[src/verilog/exec_pkg.sv]
// Functional notes
// - rotate right through carry: old carry into bit 7, bit 0 to carry; carry only
// - rotate, swap, register xor: destination 0 writes accumulator, 1 writes file register
// - swap exchanges nibbles of file register; no status flag changes
// - literal xor: accumulator xor 8-bit immediate into accumulator; zero flag only
// - register xor: accumulator xor file register to destination; zero flag only
// - direction load copies accumulator into direction register 6 or 7; no flags
package exec_pkg;
  localparam int DATA_W = 8;
  localparam int ADDR_W = 5;
  localparam logic [7:0] ACC_RESET = 8'h00;
  localparam logic [7:0] DIR_RESET = 8'hFF;
  localparam logic CARRY_RESET = 1'b0;
  localparam logic ZERO_RESET = 1'b0;
  localparam logic [2:0] DIR_PORT_A = 3'h6;
  localparam logic [2:0] DIR_PORT_B = 3'h7;
  localparam int DIR_COUNT = 2;

  typedef enum logic [2:0] {
    OP_NONE = 3'b000,
    OP_ROTATE_RIGHT_CARRY = 3'b001,
    OP_NIBBLE_EXCHANGE = 3'b010,
    OP_LITERAL_XOR = 3'b011,
    OP_REGISTER_XOR = 3'b100,
    OP_PORT_DIRECTION_LOAD = 3'b101
  } op_t;
endpackage : exec_pkg

[src/verilog/exec_unit.sv]
`timescale 1ns/1ps
// one instruction per valid strobe; results appear on registered outputs next edge
module exec_unit (
  // clock and reset
  input wire logic clock_in,
  input wire logic rst_in,
  // instruction from decoder
  input wire logic op_valid_in,
  input wire logic [2:0] op_in,
  input wire logic [4:0] file_addr_in,
  input wire logic dest_in,
  input wire logic [7:0] literal_in,
  input wire logic [2:0] dir_sel_in,
  // file register read data (addressed register)
  input wire logic [7:0] file_data_in,
  // file register write back
  output logic file_wr_out,
  output logic [4:0] file_wr_addr_out,
  output logic [7:0] file_wr_data_out,
  // architectural state
  output logic [7:0] acc_out,
  output logic carry_out,
  output logic zero_out,
  output logic [7:0] dir_a_out,
  output logic [7:0] dir_b_out,
  // bad direction operand seen
  output logic dir_error_out
);
  // decode helpers; is_dir_load and uses_dest each feed two strobes, the rest one strobe or mux each
  function automatic logic uses_dest(input logic [2:0] op);
    uses_dest = (op == exec_pkg::OP_ROTATE_RIGHT_CARRY) ||
                (op == exec_pkg::OP_NIBBLE_EXCHANGE) ||
                (op == exec_pkg::OP_REGISTER_XOR);
  endfunction : uses_dest

  function automatic logic is_xor_op(input logic [2:0] op);
    is_xor_op = (op == exec_pkg::OP_LITERAL_XOR) ||
                (op == exec_pkg::OP_REGISTER_XOR);
  endfunction : is_xor_op

  function automatic logic is_dir_load(input logic [2:0] op);
    is_dir_load = (op == exec_pkg::OP_PORT_DIRECTION_LOAD);
  endfunction : is_dir_load

  function automatic logic dir_operand_ok(input logic [2:0] sel);
    dir_operand_ok = (sel == exec_pkg::DIR_PORT_A) ||
                     (sel == exec_pkg::DIR_PORT_B);
  endfunction : dir_operand_ok

  function automatic logic [7:0] rotate_right(input logic [7:0] value, input logic carry);
    rotate_right = {carry, value[7:1]};
  endfunction : rotate_right

  function automatic logic [7:0] swap_nibbles(input logic [7:0] value);
    swap_nibbles = {value[3:0], value[7:4]};
  endfunction : swap_nibbles

  // decoded strobes, all but dir_ok qualified by the valid strobe
  logic acc_we;
  logic file_we;
  logic carry_we;
  logic zero_we;
  logic dir_we;
  logic dir_bad;
  logic dir_ok;

  // datapath
  logic [7:0] xor_operand;
  logic [7:0] xor_result;
  logic [7:0] result_d;
  logic carry_d;
  logic zero_d;
  logic [7:0] dir_q [exec_pkg::DIR_COUNT];

  assign dir_ok = dir_operand_ok(dir_sel_in);

  // where the result goes
  always_comb begin
    acc_we = 1'b0;
    file_we = 1'b0;
    if (op_valid_in) begin
      if (op_in == exec_pkg::OP_LITERAL_XOR) begin
        acc_we = 1'b1;
      end else if (uses_dest(op_in)) begin
        acc_we = !dest_in;
        file_we = dest_in;
      end
    end
  end

  // flag and direction latch strobes; swap enables none of them
  always_comb begin
    carry_we = 1'b0;
    zero_we = 1'b0;
    dir_we = 1'b0;
    dir_bad = 1'b0;
    if (op_valid_in) begin
      carry_we = (op_in == exec_pkg::OP_ROTATE_RIGHT_CARRY);
      zero_we = is_xor_op(op_in);
      dir_we = is_dir_load(op_in) && dir_ok;
      dir_bad = is_dir_load(op_in) && !dir_ok;
    end
  end

  // the literal only ever meets the accumulator; the other xor takes the file register
  always_comb begin
    if (op_in == exec_pkg::OP_LITERAL_XOR) begin
      xor_operand = literal_in;
    end else begin
      xor_operand = file_data_in;
    end
  end

  // one xor slice per bit
  genvar b;
  generate
    for (b = 0; b < 8; b++) begin : g_xor
      assign xor_result[b] = acc_out[b] ^ xor_operand[b];
    end
  endgenerate

  always_comb begin
    result_d = 8'h00;
    carry_d = carry_out;
    case (op_in)
      exec_pkg::OP_ROTATE_RIGHT_CARRY: begin
        result_d = rotate_right(file_data_in, carry_out);
        carry_d = file_data_in[0];
      end
      exec_pkg::OP_NIBBLE_EXCHANGE: begin
        result_d = swap_nibbles(file_data_in);
      end
      exec_pkg::OP_LITERAL_XOR: begin
        result_d = xor_result;
      end
      exec_pkg::OP_REGISTER_XOR: begin
        result_d = xor_result;
      end
      default: begin
        result_d = 8'h00;
      end
    endcase
  end

  // zero is judged on the full 8-bit result
  assign zero_d = (result_d == 8'h00);

  // accumulator
  always_ff @(posedge clock_in) begin
    if (rst_in) begin
      acc_out <= exec_pkg::ACC_RESET;
    end else if (acc_we) begin
      acc_out <= result_d;
    end
  end

  // file register write back; the register file sees the write one edge after the op
  always_ff @(posedge clock_in) begin
    if (rst_in) begin
      file_wr_out <= 1'b0;
    end else begin
      file_wr_out <= file_we;
    end
  end

  // address and data follow every cycle and only count while the strobe is high
  always_ff @(posedge clock_in) begin
    if (rst_in) begin
      file_wr_addr_out <= 5'h00;
    end else begin
      file_wr_addr_out <= file_addr_in;
    end
  end

  always_ff @(posedge clock_in) begin
    if (rst_in) begin
      file_wr_data_out <= 8'h00;
    end else begin
      file_wr_data_out <= result_d;
    end
  end

  // status flags: swap and direction load touch neither
  always_ff @(posedge clock_in) begin
    if (rst_in) begin
      carry_out <= exec_pkg::CARRY_RESET;
    end else if (carry_we) begin
      carry_out <= carry_d;
    end
  end

  always_ff @(posedge clock_in) begin
    if (rst_in) begin
      zero_out <= exec_pkg::ZERO_RESET;
    end else if (zero_we) begin
      zero_out <= zero_d;
    end
  end

  // operands other than 6 or 7 are dropped and flagged for one cycle;
  // a silent drop would hide a decoder fault
  always_ff @(posedge clock_in) begin
    if (rst_in) begin
      dir_error_out <= 1'b0;
    end else begin
      dir_error_out <= dir_bad;
    end
  end

  direction_bank #(
    .COUNT(exec_pkg::DIR_COUNT)
  ) u_dir (
    .clock_in(clock_in),
    .rst_in(rst_in),
    .wr_en_in(dir_we),
    .wr_sel_in(dir_sel_in[0]),
    .wr_data_in(acc_out),
    .dir_out(dir_q)
  );

  // latch 6 sits in slot 0, latch 7 in slot 1
  assign dir_a_out = dir_q[0];
  assign dir_b_out = dir_q[1];
endmodule : exec_unit

[src/verilog/direction_bank.sv]
`timescale 1ns/1ps
// holds the port direction latches; read data registered
module direction_bank #(
  parameter int COUNT = exec_pkg::DIR_COUNT
) (
  // clock and reset
  input wire logic clock_in,
  input wire logic rst_in,
  // write side
  input wire logic wr_en_in,
  input wire logic [0:0] wr_sel_in,
  input wire logic [7:0] wr_data_in,
  // registered contents
  output logic [7:0] dir_out [COUNT]
);
  genvar i;
  generate
    for (i = 0; i < COUNT; i++) begin : g_dir
      always_ff @(posedge clock_in) begin
        if (rst_in) begin
          dir_out[i] <= exec_pkg::DIR_RESET;
        end else if (wr_en_in && (wr_sel_in == 1'(i))) begin
          dir_out[i] <= wr_data_in;
        end
      end
    end
  endgenerate
endmodule : direction_bank

[config.mk]
export PLATFORM = sky130hd
export DESIGN_NAME = exec_unit
export DESIGN_NICKNAME = d
export VERILOG_FILES = /design/src/verilog/exec_pkg.sv /design/src/verilog/exec_unit.sv /design/src/verilog/direction_bank.sv
export SDC_FILE = /design/constraint.sdc
export NUM_CORES = 1
export LEC_CHECK = 0
export ABC_CLOCK_PERIOD_IN_PS = 3330
export BUFFER_PORTS_ARGS = -buffer_cell sky130_fd_sc_hd__buf_2
export CELL_PAD_IN_SITES_DETAIL_PLACEMENT = 1
export CELL_PAD_IN_SITES_GLOBAL_PLACEMENT = 1
export CORE_ASPECT_RATIO = 0.7
export CORE_MARGIN = 8
export CORE_UTILIZATION = 37
export CTS_CLUSTER_DIAMETER = 80
export DETAILED_ROUTE_END_ITERATION = 10
export PLACE_DENSITY = 0.8
export SKIP_CTS_REPAIR_TIMING = 1
export SLEW_MARGIN = 0
export SYNTH_ARGS = -nofsm -noshare
export SYNTH_HDL_FRONTEND = slang
export SYNTH_SLANG_ARGS = --single-unit
[constraint.sdc]
create_clock -name clock_in -period 3.33 [get_ports clock_in]
set_input_delay 0.666 -clock clock_in [delete_from_list [all_inputs] [get_ports clock_in]]
set_output_delay 0.666 -clock clock_in [all_outputs]
set_load 0.01 [all_outputs]
==> reports/metrics.yaml, run 1 <==
status:
  outcome: "complete, no violations"
detailed_routing:
  drt_pass1_iterations: 4
  final_antenna_net_count: 0
  post_drt_wl_per_cell_um: 18.0
  remaining_drc_errors: 0
  wirelength_mm: 5.58
  drt-initial-drc-count: 89
  vias_per_cell: 5.69
  route.vias.total: 1771
synthesis:
  async_reset_ff_share_pct: 0
  synth-adder-area-share_pct: 0
  synthMuxAreaShare_pct: 0.555
  synthTopCellsByArea: "dfxtp_1, a211o_1, nor2b_1"
  synth_cells: 190
  ys_seq_area_share_pct: 45.5
  synth_top_family_by_area: "compound AO/OA/AOI/OAI gates"
  synth_nets: 221
  yosys_warnings: 0
  avgSynthCellArea_um2: 9.50
  ys_types: 34
  synth_edf_count: 0
  synth_xor_area_share_pct: 0.485
  synthFlopType: "dfxtp_1"
  synth_simple_gate_area_share_pct: 14.5
  post-synth-top-area-fraction_pct: 45.5
  syn_area_mm2: 0.00180
  synth_area_leader_cell: "dfxtp_1"
  synth-seq-cells: 41
  synth_compound_area_share_pct: 32.8
sta:
  rsz0062_at_grt: "false"
  fin_skew_ps: 9.16
  finalHoldViolations: 0
  max_freq_mhz: 430
  fin_crit_sh_pct: 69.8
  worstMarginPinSlew_ps: 738
  timing.hold.ws_ps: 459
  tns_ps: 0
  final-max-slew-violation-count: 0
  setup_viol: 0
  period_needed_ps: 2320
  max_slew_margin_pct: 50.8
setup_path:
  critPathKind: "in -> reg"
  crit_fanout: 17
  timing.critical_path.arrival_ps: 2510
  cp-start-kind: "input port"
  worstPathRequired_ps: 3520
  worstSetupEndpointType: "register"
clock_tree:
  cts_inserted_buffers: 5
  htree_num_levels: 2
  cts_tree: "yes"
  path_clk_slew_ps: 70
  cts.path.max_buffers: 2
  clock_latency_ps: 290
  clockRootBuffer: "clkbuf_8"
  clock-sinks: 41
die:
  num_rows: 21
  initial_core_util_pct: 38.1
  core_mm2: 0.00473
  num_io_pins: 72
  die_w_um: 99.5
  fp.dieArea_mm2: 0.00740
  die_h_um: 74.4
power:
  p_leak_nw: 0.897
  ir_drop_uv: 202
  powerDensity_mw_per_mm2: 471
placed_design:
  dp.cells: 304
  post-dp-hpwl_mm: 4.19
  gp_congestion: 0.820
  port_buffers: 71
global_route:
  grt_max_degree: 42
  grt_pass1_vias: 1728
  grt_overflow_total: 0
  antenna_found_initial: 1
  grt_first_pass_wirelength_mm: 9.05
  grtUsageTotal_pct: 15.3
cells_and_area:
  finalNonFillerCells: 311
  final_cell_mix: "buf_2, dfxtp_1, nor2_1"
  drive_above_1_share_pct: 32.7
  num_antenna_cells: 0
  final_nets: 285
  syn_to_final_growth_pct: 26.1
  layout_commonest_cell: "buf_2"
hold_path:
  hp-class: "reg -> reg"
run:
  maxCapViolCount: 0
-- cells by family (layout without fill, tap and decap cells) --
kind of cell | count (synthesis) | in the layout
flip-flops | 41 | 41
multiplexers | 1 | 1
AND/OR/NAND/NOR | 49 | 49
AO/OA/AOI/OAI | 72 | 72
buffers and inverters | 26 | 90
XOR/XNOR | 1 | 1
-- power by group --
group          internal, mW  switching, mW  leakage (nW)
combinational        0.0690         0.0951         0.508
sequential            0.511         0.0158         0.335
clock                 0.218          0.164        0.0540
-- worst max-delay path, stage by stage --
cell and delay (ps):
buf_2 270, or3b_1 550, o22ai_2 590, a21oi_1 150, a311oi_1 270
-- area by class of cell --
class	count	area, µm²
timing repair buffer	73	370
sequential	41	821
fill	570	2450
clock buffer	5	68.8
inverter	10	37.5
tap	57	71.3
clock inverter	2	35.0
multi-input combinational	123	872
-- path summary, 6_finish.rpt --
check / to / startpoint / slack, ps / cells past startpoint
worst min register to register: u_dir.dir_out[0] / u_dir.dir_out[0] / 460 / 1
worst max-delay path: acc_out[7] / op_in[2] / 1010 / 5
worst min-delay path: u_dir.dir_out[0] / u_dir.dir_out[0] / 460 / 1
worst max register to register: zero_out / acc_out[2] / 1890 / 5
-- state kept, by name, summed over array words and instances (netlist names) --
| signal | flops |
|---|---|
| carry_out | 1 |
| file_wr_data_out | 8 |
| file_wr_addr_out | 5 |
| acc_out | 8 |
| u_dir.dir_out | 16 |
| file_wr_out | 1 |
| zero_out | 1 |
| dir_error_out | 1 |
-- routing by layer --
| layer | up-vias | routed length [µm] | share of wire [%] | track usage (%) |
|---|---|---|---|---|
| met1 | 848 | 2470 | 44 | 19.3 |
| met4 | 2 | 44 | 0.79 | 3.34 |
| met2 | 70 | 2540 | 45 | 24.4 |
| met3 | 7 | 522 | 9.3 | 5.89 |
| li1 | 844 | - | - | - |
| met5 | - | 12 | 0.21 | 0 |
-- synthesized netlist by cell type, types with 2 or more instances --
cell type	count
nand2_1	4
a21oi_1	9
o221a_1	7
buf_4	2
buf_2	5
inv_1	10
dfxtp_1	41
nor2b_1	15
nor2_1	20
a221oi_1	7
a211o_1	16
a22oi_1	8
nand4_1	2
o21ai_0	4
a311oi_1	8
o22a_1	7
clkbuf_1	8
-- metrics by stage --
step           total power, mW  util (%)  worst slack, ps  instance area (µm²)
2_1_floorplan            0.633         -             1160                 1800
3_3_place_gp             0.698      45.9              817                 2170
3_5_place_dp             0.701      45.9              750                 2170
4_1_cts                   1.08      48.1             1030                 2280
5_1_grt                   1.13      48.1              836                 2280
6_report                  1.07      48.1             1010                 2280
No activity file was read; power rests on OpenSTA's default activity.
==> inputs of run 2 (changes only) <==
--- a/config.mk
+++ b/config.mk
@@ -5,16 +5,16 @@
 export SDC_FILE = /design/constraint.sdc
 export NUM_CORES = 1
 export LEC_CHECK = 0
-export ABC_CLOCK_PERIOD_IN_PS = 3330
+export ABC_CLOCK_PERIOD_IN_PS = 2170
 export BUFFER_PORTS_ARGS = -buffer_cell sky130_fd_sc_hd__buf_2
 export CELL_PAD_IN_SITES_DETAIL_PLACEMENT = 1
 export CELL_PAD_IN_SITES_GLOBAL_PLACEMENT = 1
 export CORE_ASPECT_RATIO = 0.7
 export CORE_MARGIN = 8
-export CORE_UTILIZATION = 37
+export CORE_UTILIZATION = 35
 export CTS_CLUSTER_DIAMETER = 80
 export DETAILED_ROUTE_END_ITERATION = 10
-export PLACE_DENSITY = 0.8
+export PLACE_DENSITY = 0.76
 export SKIP_CTS_REPAIR_TIMING = 1
 export SLEW_MARGIN = 0
 export SYNTH_ARGS = -nofsm -noshare
==> constraint.sdc (replaced) <==
create_clock -name clock_in -period 2.17 [get_ports clock_in]
set_input_delay 0.434 -clock clock_in [delete_from_list [all_inputs] [get_ports clock_in]]
set_output_delay 0.434 -clock clock_in [all_outputs]
set_load 0.01 [all_outputs]
==> run 2 against run 1 <==
Net effect:
- flip-flop and latch count unchanged
- global-route usage hardly changed
- die area increased by 4.6%
- worst hold slack worse by 110 ps
- clock-buffer cell count unchanged
- combinational power grew 66%
- sequential power grew 54%
- critical path type unchanged
- largest power group unchanged
- highest routed layer is now met4
==> reports/metrics.yaml, run 2 (same netlist as run 1, synthesis figures left out) <==
global_route:
  grt_first_pass_wirelength_mm: 9.60
  grt_max_degree: 23
  grtUsageTotal_pct: 15.3
  grt_overflow_total: 0
  grt_pass1_vias: 1905
  antenna_found_initial: 0
detailed_routing:
  drt-initial-drc-count: 134
  route.vias.total: 1793
  post_drt_wl_per_cell_um: 17.5
  drt_pass1_iterations: 4
  remaining_drc_errors: 0
  vias_per_cell: 5.34
  final_antenna_net_count: 0
  wirelength_mm: 5.89
power:
  ir_drop_uv: 363
  p_leak_nw: 0.934
  powerDensity_mw_per_mm2: 666
placed_design:
  gp_congestion: 0.862
  post-dp-hpwl_mm: 4.41
  port_buffers: 71
sta:
  max_freq_mhz: 549
  tns_ps: 0
  fin_crit_sh_pct: 83.9
  rsz0062_at_grt: "false"
  fin_skew_ps: 6.83
  period_needed_ps: 1820
  setup_viol: 0
  finalHoldViolations: 0
  final-max-slew-violation-count: 0
  max_slew_margin_pct: 71.3
  worstMarginPinSlew_ps: 430
clock_tree:
  path_clk_slew_ps: 80
  htree_num_levels: 2
  cts_inserted_buffers: 5
  clockRootBuffer: "clkbuf_8"
  cts_tree: "yes"
  clock_latency_ps: 290
  cts.path.max_buffers: 2
  clock-sinks: 41
die:
  core_mm2: 0.00509
  initial_core_util_pct: 35.4
  die_h_um: 76.1
  fp.dieArea_mm2: 0.00775
  num_io_pins: 72
  die_w_um: 102
  num_rows: 22
cells_and_area:
  syn_to_final_growth_pct: 30.7
  final_nets: 294
  layout_commonest_cell: "buf_2"
  drive_above_1_share_pct: 35.2
  fin_util_pct: 46.3
  largest_reg_flops: 16
  final_cell_mix: "buf_2, dfxtp_1, nor2_1"
  num_antenna_cells: 0
  top_register: "u_dir.dir_out"
  reg_top3: "u_dir.dir_out: 16 flops, acc_out: 8 flops, file_wr_data_out: 8 flops"
setup_path:
  worstPathRequired_ps: 2360
  reg2reg_from: "acc_out[2]"
  critPathKind: "in -> reg"
  crit_start: "op_in[1]"
  timing.critical_path.arrival_ps: 2020
  cp-start-kind: "input port"
  worstSetupEndpointType: "register"
  crit_fanout: 10
hold_path:
  hp-class: "in -> reg"
  holdCritStartpoint: "file_addr_in[0]"
status:
  outcome: "complete, no violations"
run:
  maxCapViolCount: 0
## run 2: changes by cell type in the layout (fill, tap and decap cells not counted)
cell	change
clkinv_2	+1
bufinv_16	-1
buf_12	+1
clkinvlp_4	+1
buf_4	+8
## run 2: final timing paths
path,slack [ps],cells past startpoint,endpoint
setup / recovery,350,7,zero_out
hold / removal,350,2,file_wr_addr_out[0]
setup reg to reg,760,5,zero_out
hold reg to reg,460,1,u_dir.dir_out[1]
## run 2: critical path, stage by stage
cell	delay [ps]
buf_2	150
or3b_1	530
o221a_1	310
o22a_1	260
nand4_1	130
nor2_1	50
o21a_1	150
## run 2: layout make-up
type                    count  area [µm²]
fillers                   615        2740
flip-flops and latches     41         821
repair buffers             82         450
clock buffers               5        68.8
clock inverters             3        17.5
well taps                  72        90.1
multi-input cells         123         872
inverters                  10        37.5
## run 2: report_power, final
group	internal, mW	switching [mW]	leakage, nW
Combinational	0.120	0.152	0.555
Clock	0.222	0.269	0.0439
Sequential	0.783	0.0244	0.335
## run 2: stage by stage
stage                     instances  hold WS, ps  cell area [µm²]  worst slack [ps]  power (mW)
after floorplan                 190          506             1800               233       0.972
after global placement          328          442             2270              73.2        1.09
after detailed placement        328          449             2270              51.4        1.10
after CTS                       336          345             2360               370        1.59
after global routing            336          344             2360               293        1.66
final                           336          352             2360               349        1.57
## run 2: layer usage
| metal | wire length, µm | GRT usage (%) |
|---|---|---|
| met5 | 0 | 0 |
| met4 | 31 | 3.80 |
| met3 | 522 | 5.57 |
| met2 | 2470 | 22.1 |
| met1 | 2860 | 20.8 |
==> inputs of run 3 (changes only) <==
--- a/config.mk
+++ b/config.mk
@@ -5,16 +5,17 @@
 export SDC_FILE = /design/constraint.sdc
 export NUM_CORES = 1
 export LEC_CHECK = 0
-export ABC_CLOCK_PERIOD_IN_PS = 2170
+export ABC_AREA = 1
+export ABC_CLOCK_PERIOD_IN_PS = 1500
 export BUFFER_PORTS_ARGS = -buffer_cell sky130_fd_sc_hd__buf_2
 export CELL_PAD_IN_SITES_DETAIL_PLACEMENT = 1
 export CELL_PAD_IN_SITES_GLOBAL_PLACEMENT = 1
 export CORE_ASPECT_RATIO = 0.7
 export CORE_MARGIN = 8
-export CORE_UTILIZATION = 35
+export CORE_UTILIZATION = 30
 export CTS_CLUSTER_DIAMETER = 80
 export DETAILED_ROUTE_END_ITERATION = 10
-export PLACE_DENSITY = 0.76
+export PLACE_DENSITY = 0.71
 export SKIP_CTS_REPAIR_TIMING = 1
 export SLEW_MARGIN = 0
 export SYNTH_ARGS = -nofsm -noshare
==> constraint.sdc (replaced) <==
create_clock -name clock_in -period 1.5 [get_ports clock_in]
set_input_delay 0.3 -clock clock_in [delete_from_list [all_inputs] [get_ports clock_in]]
set_output_delay 0.3 -clock clock_in [all_outputs]
set_load 0.01 [all_outputs]
==> run 3 against run 2 <==
Net effect:
- design area rose by 12%
- first-iteration DRC count shrank 55%
- flip-flop and latch count is the same
- non-clock buffer count rose by 21
- clock skew rose by 2.7 ps
- core utilization is 3.6 points lower
- combinational power up 61%
- clock power is 46% higher
- area after synthesis grew 4.2%
- final cell count up 26%
- power rose by 47%
- synthesized cell count up 29%
- largest power group unchanged
==> reports/metrics.yaml, run 3 <==
die:
  num_rows: 24
  fp.dieArea_mm2: 0.00910
  initial_core_util_pct: 30.5
  num_io_pins: 72
  die_h_um: 82.2
  die_w_um: 111
  core_mm2: 0.00616
sta:
  fin_crit_sh_pct: 94.5
  timing.hold.ws_ps: 197
  worstMarginPinSlew_ps: 493
  period_needed_ps: 1420
  rsz0062_at_grt: "false"
  setup_viol: 0
  final-max-slew-violation-count: 0
  max_slew_margin_pct: 66.9
  fin_skew_ps: 9.56
  finalHoldViolations: 0
  max_freq_mhz: 706
power:
  ir_drop_uv: 368
  p_leak_nw: 1.38
  totalPowerFinal_mw: 2.30
  powerDensity_mw_per_mm2: 876
synthesis:
  synthFlopType: "dfxtp_1"
  synth_area_leader_cell: "dfxtp_1"
  avgSynthCellArea_um2: 7.68
  yosys_warnings: 0
  synth-seq-cells: 41
  async_reset_ff_share_pct: 0
  post-synth-top-area-fraction_pct: 43.6
  synthTopCellsByArea: "dfxtp_1, nand2_1, inv_1"
  ys_types: 25
  synth_nets: 276
  syn_area_mm2: 0.00188
  synthTopCellsByCount: "nand2_1, dfxtp_1, inv_1"
  ys_seq_area_share_pct: 43.6
  synth_edf_count: 0
  synth.most_common_cell: "nand2_1"
  synth_cells: 245
detailed_routing:
  route.vias.total: 2002
  vias_per_cell: 4.71
  drt_pass1_iterations: 4
  drt-initial-drc-count: 60
  final_antenna_net_count: 0
  wirelength_mm: 6.40
  remaining_drc_errors: 0
  post_drt_wl_per_cell_um: 15.1
setup_path:
  cp_cell_sequence: "buf_2, inv_4, nand3_4, a21oi_1, o21ai_4, buf_12, buf_4, a211oi_2"
  crit_fanout: 13
  cp_slowest_cell: "a21oi_1"
  crit_buf_inv: 4
  critPathTopFamily: "compound AO/OA/AOI/OAI gates"
  worstPathRequired_ps: 1710
  cp-start-kind: "input port"
  critPathMaxStageDelay_ps: 300
  critPathKind: "in -> reg"
  timing.critical_path.arrival_ps: 1630
  worstSetupEndpointType: "register"
placed_design:
  post-dp-hpwl_mm: 5.03
  dp.cells: 413
  placed_cell_area_mm2: 0.00248
  port_buffers: 71
  gp_congestion: 0.763
global_route:
  grt_pass1_vias: 2096
  grt_max_degree: 19
  grt_overflow_total: 0
  grt_first_pass_wirelength_mm: 10.6
  grtUsageTotal_pct: 14.4
  antenna_found_initial: 0
cells_and_area:
  reg_top3: "u_dir.dir_out: 16 flops, acc_out: 8 flops, file_wr_data_out: 8 flops"
  fin_util_pct: 42.7
  top_register: "u_dir.dir_out"
  final_area_mm2: 0.00263
  num_antenna_cells: 0
  largest_reg_flops: 16
  finalNonFillerCells: 425
  final_nets: 377
  fillers: 787
  drive_above_1_share_pct: 36.6
  syn_to_final_growth_pct: 39.9
  layout_commonest_cell: "buf_2"
  final_cell_mix: "buf_2, nand2_1, dfxtp_1"
clock_tree:
  cts_tree: "yes"
  cts.path.max_buffers: 2
  cts_inserted_buffers: 5
  clockRootBuffer: "clkbuf_8"
  clock_latency_ps: 300
  path_clk_slew_ps: 80
  htree_num_levels: 2
  clock-sinks: 41
status:
  outcome: "complete, no violations"
run:
  maxCapViolCount: 0
hold_path:
  hp-class: "in -> reg"
-- run 3: cell types whose count changed in the layout (fill, tap and decap cells not counted), sizes merged, moves of 6 or more --
| cell | before | now |
|---|---|---|
| nand2 | 4 | 62 |
| inv | 10 | 36 |
| nand3 | 1 | 22 |
| buf | 82 | 101 |
| a211o | 16 | 0 |
| o211ai | 0 | 16 |
| nor2b | 15 | 0 |
| a211oi | 0 | 8 |
| a22oi | 8 | 0 |
| a221oi | 7 | 0 |
| a311oi | 8 | 1 |
| o221a | 7 | 0 |
| o22a | 7 | 0 |
| o22ai | 1 | 7 |
-- run 3: metrics by stage --
| step | worst slack [ps] | TNS [ps] |
|---|---|---|
| global placement | -161 | -1010 |
| global route | 5.08 | 0 |
| floorplan | 88.4 | 0 |
| finish | 82.8 | 0 |
| CTS | 90.3 | 0 |
| detailed placement | -191 | -1750 |
-- run 3: worst min-delay path, cell delays in order --
cell and delay (ps):
buf_2 70, inv_1 30, nor2_1 60
-- run 3: layout make-up --
| type | instances | area (µm²) | area share (%) |
|---|---|---|---|
| tap | 78 | 97.6 | 3.71 |
| clock buffer | 6 | 72.6 | 2.76 |
| clock inverter | 2 | 10.0 | 0.381 |
| sequential | 41 | 821 | 31.2 |
| multi-input combinational | 158 | 875 | 33.3 |
| inverter | 37 | 141 | 5.38 |
| timing repair buffer | 103 | 613 | 23.3 |
-- run 3: where the power goes --
part	switching, mW	total [mW]	internal, mW
Sequential	0.0197	1.15	1.13
Combinational	0.254	0.439	0.185
Clock	0.392	0.715	0.323
Total	0.666	2.30	1.64
-- run 3: final timing paths --
| check | slack [ps] | start | cells after the start | end |
|---|---|---|---|---|
| worst max-delay path | 80 | op_in[2] | 8 | acc_out[4] |
| worst min-delay path | 200 | file_addr_in[3] | 3 | file_wr_addr_out[3] |
| worst max register to register | 210 | acc_out[4] | 9 | zero_out |
| worst min register to register | 470 | u_dir.dir_out[15] | 2 | u_dir.dir_out[15] |
-- run 3: kinds of logic after synthesis --
logic type / Yosys count / share of synthesized area, %
AO/OA/AOI/OAI: 45 / 17.8
flip-flops: 41 / 43.6
buffers and inverters: 46 / 10.6
AND/OR/NAND/NOR: 113 / 27.9
-- run 3: routing by layer --
layer	part of all wire, %	wire [µm]	up-vias	global-route usage (%)
met2	46	2970	45	24.4
li1	-	-	1008	-
met1	47	3000	941	17.6
met4	0.98	63	0	3.62
met3	5.7	363	8	4.47
met5	0	0	-	0
